$ cat config.mk
export PLATFORM = sky130hd
export DESIGN_NAME = tccu_top
export DESIGN_NICKNAME = d
export VERILOG_FILES = /design/src/tccu_pkg.sv /design/src/tccu_cmp_if.sv /design/src/tccu_cmp_chan.sv /design/src/tccu_top.sv
export SDC_FILE = /design/constraint.sdc
export NUM_CORES = 1
export LEC_CHECK = 0
export ABC_AREA = 1
export BUFFER_PORTS_ARGS = -buffer_cell sky130_fd_sc_hd__buf_2
export CORE_MARGIN = 2
export CORE_UTILIZATION = 23
export CTS_CLUSTER_SIZE = 16
export DETAILED_ROUTE_END_ITERATION = 12
export REMOVE_ABC_BUFFERS = 1
export SLEW_MARGIN = 5
export SYNTH_ARGS = -nofsm -noshare
export SYNTH_HDL_FRONTEND = slang
export SYNTH_SLANG_ARGS = --single-unit
$ cat constraint.sdc
create_clock -name clk_sys -period 2.94 [get_ports clk_sys]
set_clock_uncertainty 0.15 [all_clocks]
set_input_delay 0.588 -clock clk_sys [delete_from_list [all_inputs] [get_ports clk_sys]]
set_output_delay 0.588 -clock clk_sys [all_outputs]
set_load 0.01 [all_outputs]
$ cat src/tccu_pkg.sv
// Constants shared by the timer capture/compare unit.
// Assumes a byte-wide internal bus with a 6-bit register address.
package tccu_pkg;

    // ------------------------------------------------------------
    // Register offsets (byte addresses)
    // ------------------------------------------------------------
    localparam logic [5:0] OFF_CAP1_HI = 6'h00;
    localparam logic [5:0] OFF_CAP1_LO = 6'h01;
    localparam logic [5:0] OFF_CAP2_HI = 6'h02;
    localparam logic [5:0] OFF_CAP2_LO = 6'h03;
    localparam logic [5:0] OFF_CAP3_HI = 6'h04;
    localparam logic [5:0] OFF_CAP3_LO = 6'h05;
    localparam logic [5:0] OFF_CMP1_HI = 6'h06;
    localparam logic [5:0] OFF_CMP1_LO = 6'h07;
    localparam logic [5:0] OFF_CMP2_HI = 6'h08;
    localparam logic [5:0] OFF_CMP2_LO = 6'h09;
    localparam logic [5:0] OFF_CMP3_HI = 6'h0A;
    localparam logic [5:0] OFF_CMP3_LO = 6'h0B;
    localparam logic [5:0] OFF_CMP4_HI = 6'h0C;
    localparam logic [5:0] OFF_CMP4_LO = 6'h0D;
    localparam logic [5:0] OFF_SHARED_HI = 6'h0E;
    localparam logic [5:0] OFF_SHARED_LO = 6'h0F;
    localparam logic [5:0] OFF_COUNT_HI = 6'h10;
    localparam logic [5:0] OFF_COUNT_LO = 6'h11;
    localparam logic [5:0] OFF_FORCE = 6'h12;
    localparam logic [5:0] OFF_MMASK = 6'h13;
    localparam logic [5:0] OFF_MDATA = 6'h14;
    localparam logic [5:0] OFF_PINCTL = 6'h15;
    localparam logic [5:0] OFF_EDGECTL = 6'h16;
    localparam logic [5:0] OFF_CONFIG = 6'h17;
    localparam logic [5:0] OFF_FLAGS = 6'h18;
    localparam logic [5:0] OFF_MASKS = 6'h19;

    // ------------------------------------------------------------
    // Fields, reset values, counts
    // ------------------------------------------------------------
    localparam int CFG_CAP4_SEL_BIT = 2;
    localparam int NUM_CMP = 5;
    localparam int NUM_CAP = 4;
    localparam logic [15:0] CMP_RESET = 16'hFFFF;
    localparam logic [7:0] BYTE_ZERO = 8'h00;
    localparam logic [7:0] UPPER_FIVE = 8'hF8;
    localparam logic [15:0] COUNT_ONE = 16'h0001;

    localparam logic [1:0] ACT_OFF = 2'h0;
    localparam logic [1:0] ACT_TOGGLE = 2'h1;
    localparam logic [1:0] ACT_LOW = 2'h2;
    localparam logic [1:0] ACT_HIGH = 2'h3;

endpackage : tccu_pkg

$ cat src/tccu_cmp_if.sv
// Link between the unit's top and one compare channel.
// Assumes both ends run on clk_sys.
`timescale 1ns/1ps
interface tccu_cmp_if;
    logic wr_hi;
    logic wr_lo;
    logic [7:0] wdata;
    logic ld;
    logic [15:0] ld_data;
    logic [15:0] count;
    logic enable_cmp;
    logic [15:0] value;
    logic match;

    modport owner (
        output wr_hi,
        output wr_lo,
        output wdata,
        output ld,
        output ld_data,
        output count,
        output enable_cmp,
        input value,
        input match
    );

    modport chan (
        input wr_hi,
        input wr_lo,
        input wdata,
        input ld,
        input ld_data,
        input count,
        input enable_cmp,
        output value,
        output match
    );
endinterface : tccu_cmp_if

$ cat src/tccu_cmp_chan.sv
// One 16-bit compare register with its comparator.
// Assumes the owner gives byte writes, a parallel load and the count.
`timescale 1ns/1ps
module tccu_cmp_chan (
    input wire logic clk_sys,
    input wire logic rst,
    input wire logic ce,
    tccu_cmp_if.chan cif
);
    logic [15:0] value_q;
    logic inh_q;

    // ------------------------------------------------------------
    // Storage, usable whether or not compares are wanted
    // ------------------------------------------------------------
    always_ff @(posedge clk_sys)
    begin
        if (rst)
        begin
            value_q <= tccu_pkg::CMP_RESET;
        end
        else if (ce)
        begin
            if (cif.ld)
            begin
                value_q <= cif.ld_data;
            end
            else
            begin
                if (cif.wr_hi)
                begin
                    value_q[15:8] <= cif.wdata;
                end
                if (cif.wr_lo)
                begin
                    value_q[7:0] <= cif.wdata;
                end
            end
        end
    end

    // Half-written value must not match in the cycle after the high byte
    always_ff @(posedge clk_sys)
    begin
        if (rst)
        begin
            inh_q <= 1'b0;
        end
        else if (ce)
        begin
            inh_q <= cif.wr_hi;
        end
    end

    assign cif.value = value_q;
    assign cif.match = cif.enable_cmp && !inh_q && (value_q == cif.count);

endmodule : tccu_cmp_chan

$ cat src/tccu_top.sv
// Timer capture/compare unit: free-running counter, captures, compares.
// Assumes one bus access per enabled clock, inputs synchronous to clk_sys.
`timescale 1ns/1ps
// What this block does
// - Capture copies full 16-bit count at once
// - Captured count is stable, not mid-increment
// - Captures one to three survive reset, host reads bytes only
// - High-byte read delays capture one cycle, keeps it
// - Shared pair is capture four or compare five
// - Comparators one to four, and five when capture-four clear, check count every bus cycle
// - Reset loads all compare registers with ones
// - Match sets flag; mask enables interrupt request
// - Pin action on every match, flag regardless
// - Master match drives masked data onto pins
// - Master mask/data low three bits read zero
// - High-byte write suppresses compare one cycle
// - Unused compare register is plain storage
// - Force bit does action, sets no flag
// - Forced action lands at next count transition
// - Count high read buffers low byte coherently
// - Mode/level pair: off, toggle, low, high
// - Fifth compare pin only when capture-four clear
// - Flags cleared only by writing ones
// - Edge select: off, rise, fall, any
module tccu_top (
    input wire logic clk_sys,
    input wire logic rst,
    input wire logic ce,
    input wire logic bus_rd,
    input wire logic bus_wr,
    input wire logic [5:0] bus_addr,
    input wire logic [7:0] bus_wdata,
    output logic [7:0] bus_rdata,
    input wire logic [3:0] cap_pin,
    output logic [4:0] port_pins_seven_to_three,
    output logic [4:0] port_pins_oe,
    output logic irq
);
    logic [15:0] free_running_count_q;
    logic [15:0] cap_q [0:2];
    logic [3:0] cap_prev_q;
    logic [3:0] cap_pend_q;
    logic [3:0] cap_blk_q;
    logic [3:0] cap_hit;
    logic [3:0] cap_xfer;
    logic [7:0] edge_ctl_q;
    logic capture_four_select_q;
    logic [7:0] first_timer_flags_q;
    logic [7:0] first_timer_masks_q;
    logic [7:0] flag_set;
    logic [4:0] force_bits_q;
    logic [4:0] cmp_match;
    logic [4:0] cmp_act;
    logic [7:0] master_compare_mask_q;
    logic [7:0] master_compare_data_q;
    logic [7:0] compare_pin_action_control_q;
    logic [4:0] pin_q;
    logic [4:0] pin_d;
    logic [7:0] lo_buf_q;
    logic lo_buf_vld_q;
    logic [7:0] rdata_d;
    logic wr;
    logic rd;

    assign wr = ce && bus_wr;
    assign rd = ce && bus_rd;

    // ------------------------------------------------------------
    // Free-running counter
    // ------------------------------------------------------------
    always_ff @(posedge clk_sys)
    begin
        if (rst)
        begin
            free_running_count_q <= 16'h0000;
        end
        else if (ce)
        begin
            free_running_count_q <= free_running_count_q + tccu_pkg::COUNT_ONE;
        end
    end

    // ------------------------------------------------------------
    // Compare channels: 0..3 plain, 4 the shared pair
    // ------------------------------------------------------------
    tccu_cmp_if cif [0:4] ();

    generate
        for (genvar k = 0; k < tccu_pkg::NUM_CMP; k++)
        begin : g_cmp
            localparam logic [5:0] HI_OFF = tccu_pkg::OFF_CMP1_HI + 6'(2 * k);
            localparam logic [5:0] LO_OFF = tccu_pkg::OFF_CMP1_LO + 6'(2 * k);
            // Shared pair ignores writes while it serves as a capture
            logic wr_ok;
            assign wr_ok = (k != 4) || !capture_four_select_q;
            assign cif[k].wr_hi = wr && wr_ok && (bus_addr == HI_OFF);
            assign cif[k].wr_lo = wr && wr_ok && (bus_addr == LO_OFF);
            assign cif[k].wdata = bus_wdata;
            assign cif[k].count = free_running_count_q;
            assign cif[k].enable_cmp = wr_ok;
            assign cif[k].ld = (k == 4) && cap_xfer[3];
            assign cif[k].ld_data = free_running_count_q;
            assign cmp_match[k] = cif[k].match;
            tccu_cmp_chan u_chan (
                .clk_sys(clk_sys),
                .rst(rst),
                .ce(ce),
                .cif(cif[k])
            );
        end
    endgenerate

    // ------------------------------------------------------------
    // Capture edge detection and transfer
    // ------------------------------------------------------------
    function automatic logic edge_hit(input logic [1:0] sel, input logic now, input logic prev);
        case (sel)
            2'h1: edge_hit = now && !prev;
            2'h2: edge_hit = !now && prev;
            2'h3: edge_hit = now != prev;
            default: edge_hit = 1'b0;
        endcase
    endfunction : edge_hit

    always_comb
    begin
        for (int i = 0; i < tccu_pkg::NUM_CAP; i++)
        begin
            cap_hit[i] = edge_hit(edge_ctl_q[7 - 2 * i -: 2], cap_pin[i], cap_prev_q[i]);
        end
        cap_hit[3] = cap_hit[3] && capture_four_select_q;
        // A blocked capture waits a cycle instead of vanishing
        cap_xfer = (cap_hit | cap_pend_q) & ~cap_blk_q;
    end

    always_ff @(posedge clk_sys)
    begin
        if (rst)
        begin
            cap_prev_q <= 4'h0;
            cap_pend_q <= 4'h0;
            cap_blk_q <= 4'h0;
        end
        else if (ce)
        begin
            cap_prev_q <= cap_pin;
            cap_pend_q <= (cap_hit | cap_pend_q) & cap_blk_q;
            cap_blk_q[0] <= bus_rd && (bus_addr == tccu_pkg::OFF_CAP1_HI);
            cap_blk_q[1] <= bus_rd && (bus_addr == tccu_pkg::OFF_CAP2_HI);
            cap_blk_q[2] <= bus_rd && (bus_addr == tccu_pkg::OFF_CAP3_HI);
            cap_blk_q[3] <= bus_rd && (bus_addr == tccu_pkg::OFF_SHARED_HI);
        end
    end

    // No reset: captured values survive it
    always_ff @(posedge clk_sys)
    begin
        if (ce)
        begin
            for (int i = 0; i < 3; i++)
            begin
                if (cap_xfer[i])
                begin
                    // Counter register holds this cycle's stable value
                    cap_q[i] <= free_running_count_q;
                end
            end
        end
    end

    // ------------------------------------------------------------
    // Control registers
    // ------------------------------------------------------------
    always_ff @(posedge clk_sys)
    begin
        if (rst)
        begin
            edge_ctl_q <= tccu_pkg::BYTE_ZERO;
            capture_four_select_q <= 1'b0;
            first_timer_masks_q <= tccu_pkg::BYTE_ZERO;
            master_compare_mask_q <= tccu_pkg::BYTE_ZERO;
            master_compare_data_q <= tccu_pkg::BYTE_ZERO;
            compare_pin_action_control_q <= tccu_pkg::BYTE_ZERO;
        end
        else if (wr)
        begin
            case (bus_addr)
                tccu_pkg::OFF_EDGECTL: edge_ctl_q <= bus_wdata;
                tccu_pkg::OFF_CONFIG:
                    capture_four_select_q <= bus_wdata[tccu_pkg::CFG_CAP4_SEL_BIT];
                tccu_pkg::OFF_MASKS: first_timer_masks_q <= bus_wdata;
                tccu_pkg::OFF_MMASK:
                    master_compare_mask_q <= bus_wdata & tccu_pkg::UPPER_FIVE;
                tccu_pkg::OFF_MDATA:
                    master_compare_data_q <= bus_wdata & tccu_pkg::UPPER_FIVE;
                tccu_pkg::OFF_PINCTL: compare_pin_action_control_q <= bus_wdata;
                default: ;
            endcase
        end
    end

    // ------------------------------------------------------------
    // Flags and interrupt request
    // ------------------------------------------------------------
    always_comb
    begin
        flag_set[7] = cmp_match[0];
        flag_set[6] = cmp_match[1];
        flag_set[5] = cmp_match[2];
        flag_set[4] = cmp_match[3];
        flag_set[3] = cmp_match[4] || cap_xfer[3];
        flag_set[2] = cap_xfer[0];
        flag_set[1] = cap_xfer[1];
        flag_set[0] = cap_xfer[2];
    end

    always_ff @(posedge clk_sys)
    begin
        if (rst)
        begin
            first_timer_flags_q <= tccu_pkg::BYTE_ZERO;
        end
        else if (ce)
        begin
            // Set wins over a simultaneous clear
            if (bus_wr && (bus_addr == tccu_pkg::OFF_FLAGS))
            begin
                first_timer_flags_q <= (first_timer_flags_q & ~bus_wdata) | flag_set;
            end
            else
            begin
                first_timer_flags_q <= first_timer_flags_q | flag_set;
            end
        end
    end

    assign irq = |(first_timer_flags_q & first_timer_masks_q);

    // ------------------------------------------------------------
    // Forced compares
    // ------------------------------------------------------------
    // Counter moves on every enabled cycle, so the next one is the transition
    always_ff @(posedge clk_sys)
    begin
        if (rst)
        begin
            force_bits_q <= 5'h00;
        end
        else if (ce)
        begin
            if (bus_wr && (bus_addr == tccu_pkg::OFF_FORCE))
            begin
                force_bits_q <= bus_wdata[7:3];
            end
            else
            begin
                force_bits_q <= 5'h00;
            end
        end
    end

    // Bit 4 of the vector is channel one; flags see only true matches
    assign cmp_act = cmp_match | {force_bits_q[0], force_bits_q[1], force_bits_q[2],
                                  force_bits_q[3], force_bits_q[4]};

    // ------------------------------------------------------------
    // Pin actions; pin index 4 is pin seven, index 0 pin three
    // ------------------------------------------------------------
    always_comb
    begin
        pin_d = pin_q;
        for (int k = 1; k < tccu_pkg::NUM_CMP; k++)
        begin
            if (cmp_act[k] && ((k != 4) || !capture_four_select_q))
            begin
                case (compare_pin_action_control_q[9 - 2 * k -: 2])
                    tccu_pkg::ACT_TOGGLE: pin_d[4 - k] = !pin_q[4 - k];
                    tccu_pkg::ACT_LOW: pin_d[4 - k] = 1'b0;
                    tccu_pkg::ACT_HIGH: pin_d[4 - k] = 1'b1;
                    default: ;
                endcase
            end
        end
        // Master channel applied last, so it wins on shared pins
        if (cmp_act[0])
        begin
            for (int j = 0; j < 5; j++)
            begin
                if (master_compare_mask_q[3 + j])
                begin
                    pin_d[j] = master_compare_data_q[3 + j];
                end
            end
        end
    end

    always_ff @(posedge clk_sys)
    begin
        if (rst)
        begin
            pin_q <= 5'h00;
        end
        else if (ce)
        begin
            pin_q <= pin_d;
        end
    end

    assign port_pins_seven_to_three = pin_q;

    always_comb
    begin
        port_pins_oe[4] = master_compare_mask_q[7];
        for (int k = 1; k < tccu_pkg::NUM_CMP; k++)
        begin
            port_pins_oe[4 - k] = master_compare_mask_q[7 - k] ||
                (compare_pin_action_control_q[9 - 2 * k -: 2] != tccu_pkg::ACT_OFF);
        end
        port_pins_oe[0] = port_pins_oe[0] && !capture_four_select_q;
    end

    // ------------------------------------------------------------
    // Read path
    // ------------------------------------------------------------
    always_ff @(posedge clk_sys)
    begin
        if (rst)
        begin
            lo_buf_q <= tccu_pkg::BYTE_ZERO;
            lo_buf_vld_q <= 1'b0;
        end
        else if (ce)
        begin
            lo_buf_vld_q <= bus_rd && (bus_addr == tccu_pkg::OFF_COUNT_HI);
            if (bus_rd && (bus_addr == tccu_pkg::OFF_COUNT_HI))
            begin
                lo_buf_q <= free_running_count_q[7:0];
            end
        end
    end

    always_comb
    begin
        case (bus_addr)
            tccu_pkg::OFF_CAP1_HI: rdata_d = cap_q[0][15:8];
            tccu_pkg::OFF_CAP1_LO: rdata_d = cap_q[0][7:0];
            tccu_pkg::OFF_CAP2_HI: rdata_d = cap_q[1][15:8];
            tccu_pkg::OFF_CAP2_LO: rdata_d = cap_q[1][7:0];
            tccu_pkg::OFF_CAP3_HI: rdata_d = cap_q[2][15:8];
            tccu_pkg::OFF_CAP3_LO: rdata_d = cap_q[2][7:0];
            tccu_pkg::OFF_CMP1_HI: rdata_d = cif[0].value[15:8];
            tccu_pkg::OFF_CMP1_LO: rdata_d = cif[0].value[7:0];
            tccu_pkg::OFF_CMP2_HI: rdata_d = cif[1].value[15:8];
            tccu_pkg::OFF_CMP2_LO: rdata_d = cif[1].value[7:0];
            tccu_pkg::OFF_CMP3_HI: rdata_d = cif[2].value[15:8];
            tccu_pkg::OFF_CMP3_LO: rdata_d = cif[2].value[7:0];
            tccu_pkg::OFF_CMP4_HI: rdata_d = cif[3].value[15:8];
            tccu_pkg::OFF_CMP4_LO: rdata_d = cif[3].value[7:0];
            tccu_pkg::OFF_SHARED_HI: rdata_d = cif[4].value[15:8];
            tccu_pkg::OFF_SHARED_LO: rdata_d = cif[4].value[7:0];
            tccu_pkg::OFF_COUNT_HI: rdata_d = free_running_count_q[15:8];
            tccu_pkg::OFF_COUNT_LO:
                rdata_d = lo_buf_vld_q ? lo_buf_q : free_running_count_q[7:0];
            tccu_pkg::OFF_MMASK: rdata_d = master_compare_mask_q;
            tccu_pkg::OFF_MDATA: rdata_d = master_compare_data_q;
            tccu_pkg::OFF_PINCTL: rdata_d = compare_pin_action_control_q;
            tccu_pkg::OFF_EDGECTL: rdata_d = edge_ctl_q;
            tccu_pkg::OFF_CONFIG:
                rdata_d = {5'h00, capture_four_select_q, 2'h0};
            tccu_pkg::OFF_FLAGS: rdata_d = first_timer_flags_q;
            tccu_pkg::OFF_MASKS: rdata_d = first_timer_masks_q;
            default: rdata_d = tccu_pkg::BYTE_ZERO; // Force register reads zero too
        endcase
    end

    always_ff @(posedge clk_sys)
    begin
        if (rst)
        begin
            bus_rdata <= tccu_pkg::BYTE_ZERO;
        end
        else if (rd)
        begin
            bus_rdata <= rdata_d;
        end
    end

endmodule : tccu_top

==> results.json <==
{
  "status": "finished, final reports clean",
  "p_clk_frac": 0.462,
  "grt_max_degree": 113,
  "ios": 42,
  "place_ws_ns": 0.305,
  "power_switching_mw": 1.69,
  "cts_buffer_depth": 3,
  "place_congestion": 1.03,
  "synth_top_family_by_area": "simple AND/OR/NAND/NOR gates",
  "internal_power_mw": 5.10,
  "grt_usage": 0.177,
  "cts_tree": "done",
  "tightest_slew_ns": 1.20,
  "vias_per_cell": 4.92,
  "fin_ws_ns": 0.597,
  "timing.final.crit_share": 0.797,
  "async_reset_ff_frac": 0,
  "fin_crit_ns": 2.34,
  "yosysWarnings": 0,
  "syn_inst": 1668,
  "area_growth_syn_to_layout_pct": 17.5,
  "finalWirelength_um": 48000,
  "rows": 82,
  "drtPass1Iterations": 5,
  "synth_area_leaders": "dfxtp_1 (31%), nand2_1 (18%), edfxtp_1 (12%)",
  "rr_startpoint": "cif[0].count[14]",
  "critPathKind": "flop to output port",
  "clock-sinks": 231,
  "fin_hold_ws_ns": 0.184,
  "ys.flop_type": "dfxtp_1",
  "cts_resized": 0,
  "hold_end": "cap_prev_q[3]",
  "fin_tns_setup_ns": 0,
  "synthXorXnorAreaFrac": 0.00525,
  "numCtsBuffers": 27,
  "htreeDepth": 1,
  "power_density_nw_per_um2": 495,
  "placement.io_buffers": 41,
  "critPathCaptureType": "output port",
  "synth.area.mux_share": 0,
  "clkTransAtPathRegs_ns": 0.06,
  "timing.final.hold_violations": 0,
  "crit_path_start": "first_timer_masks_q[7]",
  "die_h_um": 229,
  "synth_adder_area_share": 0.00965,
  "wl_per_cell_um": 19.8,
  "r2r_setup_slack_ns": 0.61,
  "ir_worst_vdd_v": 0.000363,
  "crit_slowest_cell": "dfxtp_1",
  "antenna_found_initial": 5,
  "r2r_cells": 13,
  "synth_seq_area_share": 0.438,
  "crit_required_ns": 2.20,
  "drive_above_1_share": 0.111,
  "synth-compound-area-share": 0.171,
  "dp_hpwl_um": 34500,
  "grt_pass1_wl_um": 70900,
  "min_from": "cap_pin[3]",
  "ys_ff_latch": 231,
  "leakage_nw": 5.95,
  "worstSetupStartpointType": "flop",
  "die_width_um": 229,
  "hold_class": "input pin to flop",
  "yosys-top-cells-count": "nand2_1 (545), dfxtp_1 (183), inv_1 (182)",
  "vias": 11900,
  "cp_cell_sequence": "inv_1 -> o21ai_0 -> a221oi_1 -> nand2_1 -> buf_2",
  "max_slew_margin": 0.201,
  "r2r_end": "port_pins_seven_to_three[0]",
  "synth-edff-count": 48,
  "rsz0062_at_grt": "false",
  "synth-simple-area-share": 0.285,
  "maxCapViolations": 0,
  "arrival_ns": 1.61,
  "hold_depth": 3,
  "worstPathMaxFanout": 3,
  "drtIter0Drc": 1206,
  "yosysTopAreaCell": "dfxtp_1",
  "switching_share": 0.249,
  "clockRootBuffer": "clkbuf_16",
  "critPathMaxStageDelay_ns": 0.29,
  "clock_latency_ns": 0.54,
  "overflow": 0,
  "finish.utilization": 0.274,
  "power.share.combinational": 0.058,
  "setup-violations-final": 0,
  "hold_buffers": 0,
  "ys_types": 39,
  "synth_top_area_share": 0.314,
  "syn_area_per_cell_um2": 6.99,
  "ant_nets": 0,
  "cts_setup_buffers": 0,
  "yosysMostFrequentCell": "nand2_1",
  "diodes": 0,
  "dieArea_um2": 52500,
  "slew_violations": 0,
  "core_area_um2": 50100,
  "grt_pass1_vias": 11000,
  "pwr-share-seq": 0.480,
  "max_freq_mhz": 427,
  "synth_area_um2": 11700,
  "fin_nets": 1763,
  "drc_errors": 0,
  "start_util": 0.233
}
[cell families after synthesis]
logic type               after synthesis
AO/OA/AOI/OAI                        343
AND/OR/NAND/NOR                      808
XOR/XNOR                               7
flip-flops                           231
adder cells (fa/ha/maj)                9
buffers and inverters                270
[how the worst max path moves through the flow]
| stage | end | slack (ns) | cells after the start |
|---|---|---|---|
| 2_1_floorplan | first_timer_flags_q[3] | 0.15 | 3 |
| 3_3_place_gp | cap_blk_q[0] | 0.32 | 6 |
| 3_5_place_dp | cap_blk_q[0] | 0.31 | 6 |
| 4_1_cts | irq | 0.59 | 5 |
| 5_1_grt | irq | 0.46 | 5 |
| 6_report | irq | 0.60 | 5 |
[critical path, delay by kind of cell (launching register included)]
family / cells / cell delay (ns)
buffers and inverters: 2 / 0.27
AO/OA/AOI/OAI: 2 / 0.36
AND/OR/NAND/NOR: 1 / 0.16
flip-flops: 1 / 0.29
[flip-flops by register name (all words and copies together) (netlist names), 5 cells and up]
| name | flops |
|---|---|
| bus_rdata | 8 |
| g_cmp.u_chan.inh_q | 5 |
| first_timer_flags_q | 8 |
| first_timer_masks_q | 8 |
| port_pins_seven_to_three | 5 |
| compare_pin_action_control_q | 8 |
| edge_ctl_q | 8 |
| lo_buf_q | 8 |
| master_compare_data_q | 5 |
| force_bits_q | 5 |
| master_compare_mask_q | 5 |
| cif.count | 16 |
| cap_q | 48 |
| g_cmp.u_chan.cif.value | 80 |
[layer usage]
| metal | GRT usage | vias up | wire, um |
|---|---|---|---|
| met2 | 0.286 | 590 | 21600 |
| met4 | 0.0710 | 10 | 1940 |
| met3 | 0.0255 | 111 | 4140 |
| met1 | 0.238 | 5642 | 20200 |
| li1 | - | 5573 | - |
| met5 | 0 | - | 62 |
[stage by stage]
step                      instance area, um2  power [mW]  instances
final                                  13700        6.79       2423
after floorplan                        11300        3.49       1593
after global routing                   13700        6.97       2423
after detailed placement               12900        3.71       2374
after global placement                 12900        3.70       2374
after CTS                              13700        6.80       2423
[layout make-up]
type | instances | area (um2)
Fill cell | 5569 | 36400
Multi-Input combinational cell | 1167 | 5500
Sequential cell | 231 | 5100
Tap cell | 672 | 841
Clock buffer | 39 | 751
Inverter | 195 | 733
Timing Repair Buffer | 109 | 728
Clock inverter | 10 | 51.3
[power by group through the flow]
stage / clock network (mW) / registers (mW) / logic, mW
after floorplan: 0 / 3.33 / 0.162
after global placement: 0 / 3.33 / 0.376
after detailed placement: 0 / 3.33 / 0.380
after CTS: 3.16 / 3.26 / 0.381
after global routing: 3.30 / 3.26 / 0.414
final: 3.14 / 3.26 / 0.391
[cells in the final DEF (no fill, tap or decap), drive strengths merged]
cell type | netlist | layout
nand2 | 552 | 552
inv | 192 | 191
dfxtp | 183 | 183
nor2 | 147 | 147
o21ai | 110 | 110
buf | 32 | 109
a21oi | 108 | 108
nand3 | 66 | 66
o211ai | 65 | 65
edfxtp | 48 | 48
clkbuf | 43 | 39
o22ai | 34 | 34
nand4 | 21 | 21
nor3 | 18 | 18
clkinv | 3 | 12
ha | 9 | 9
a211oi | 8 | 8
o2111ai | 7 | 7
xnor2 | 5 | 5
o21bai | 3 | 3
a221oi | 2 | 2
a31oi | 2 | 2
xor2 | 2 | 2
o21a | 2 | 2
nor4 | 2 | 2
clkinvlp | 0 | 2
nand3b | 1 | 1
nor3b | 1 | 1
a22oi | 1 | 1
o2bb2ai | 1 | 1
No activity file was read; power rests on OpenSTA's default activity.
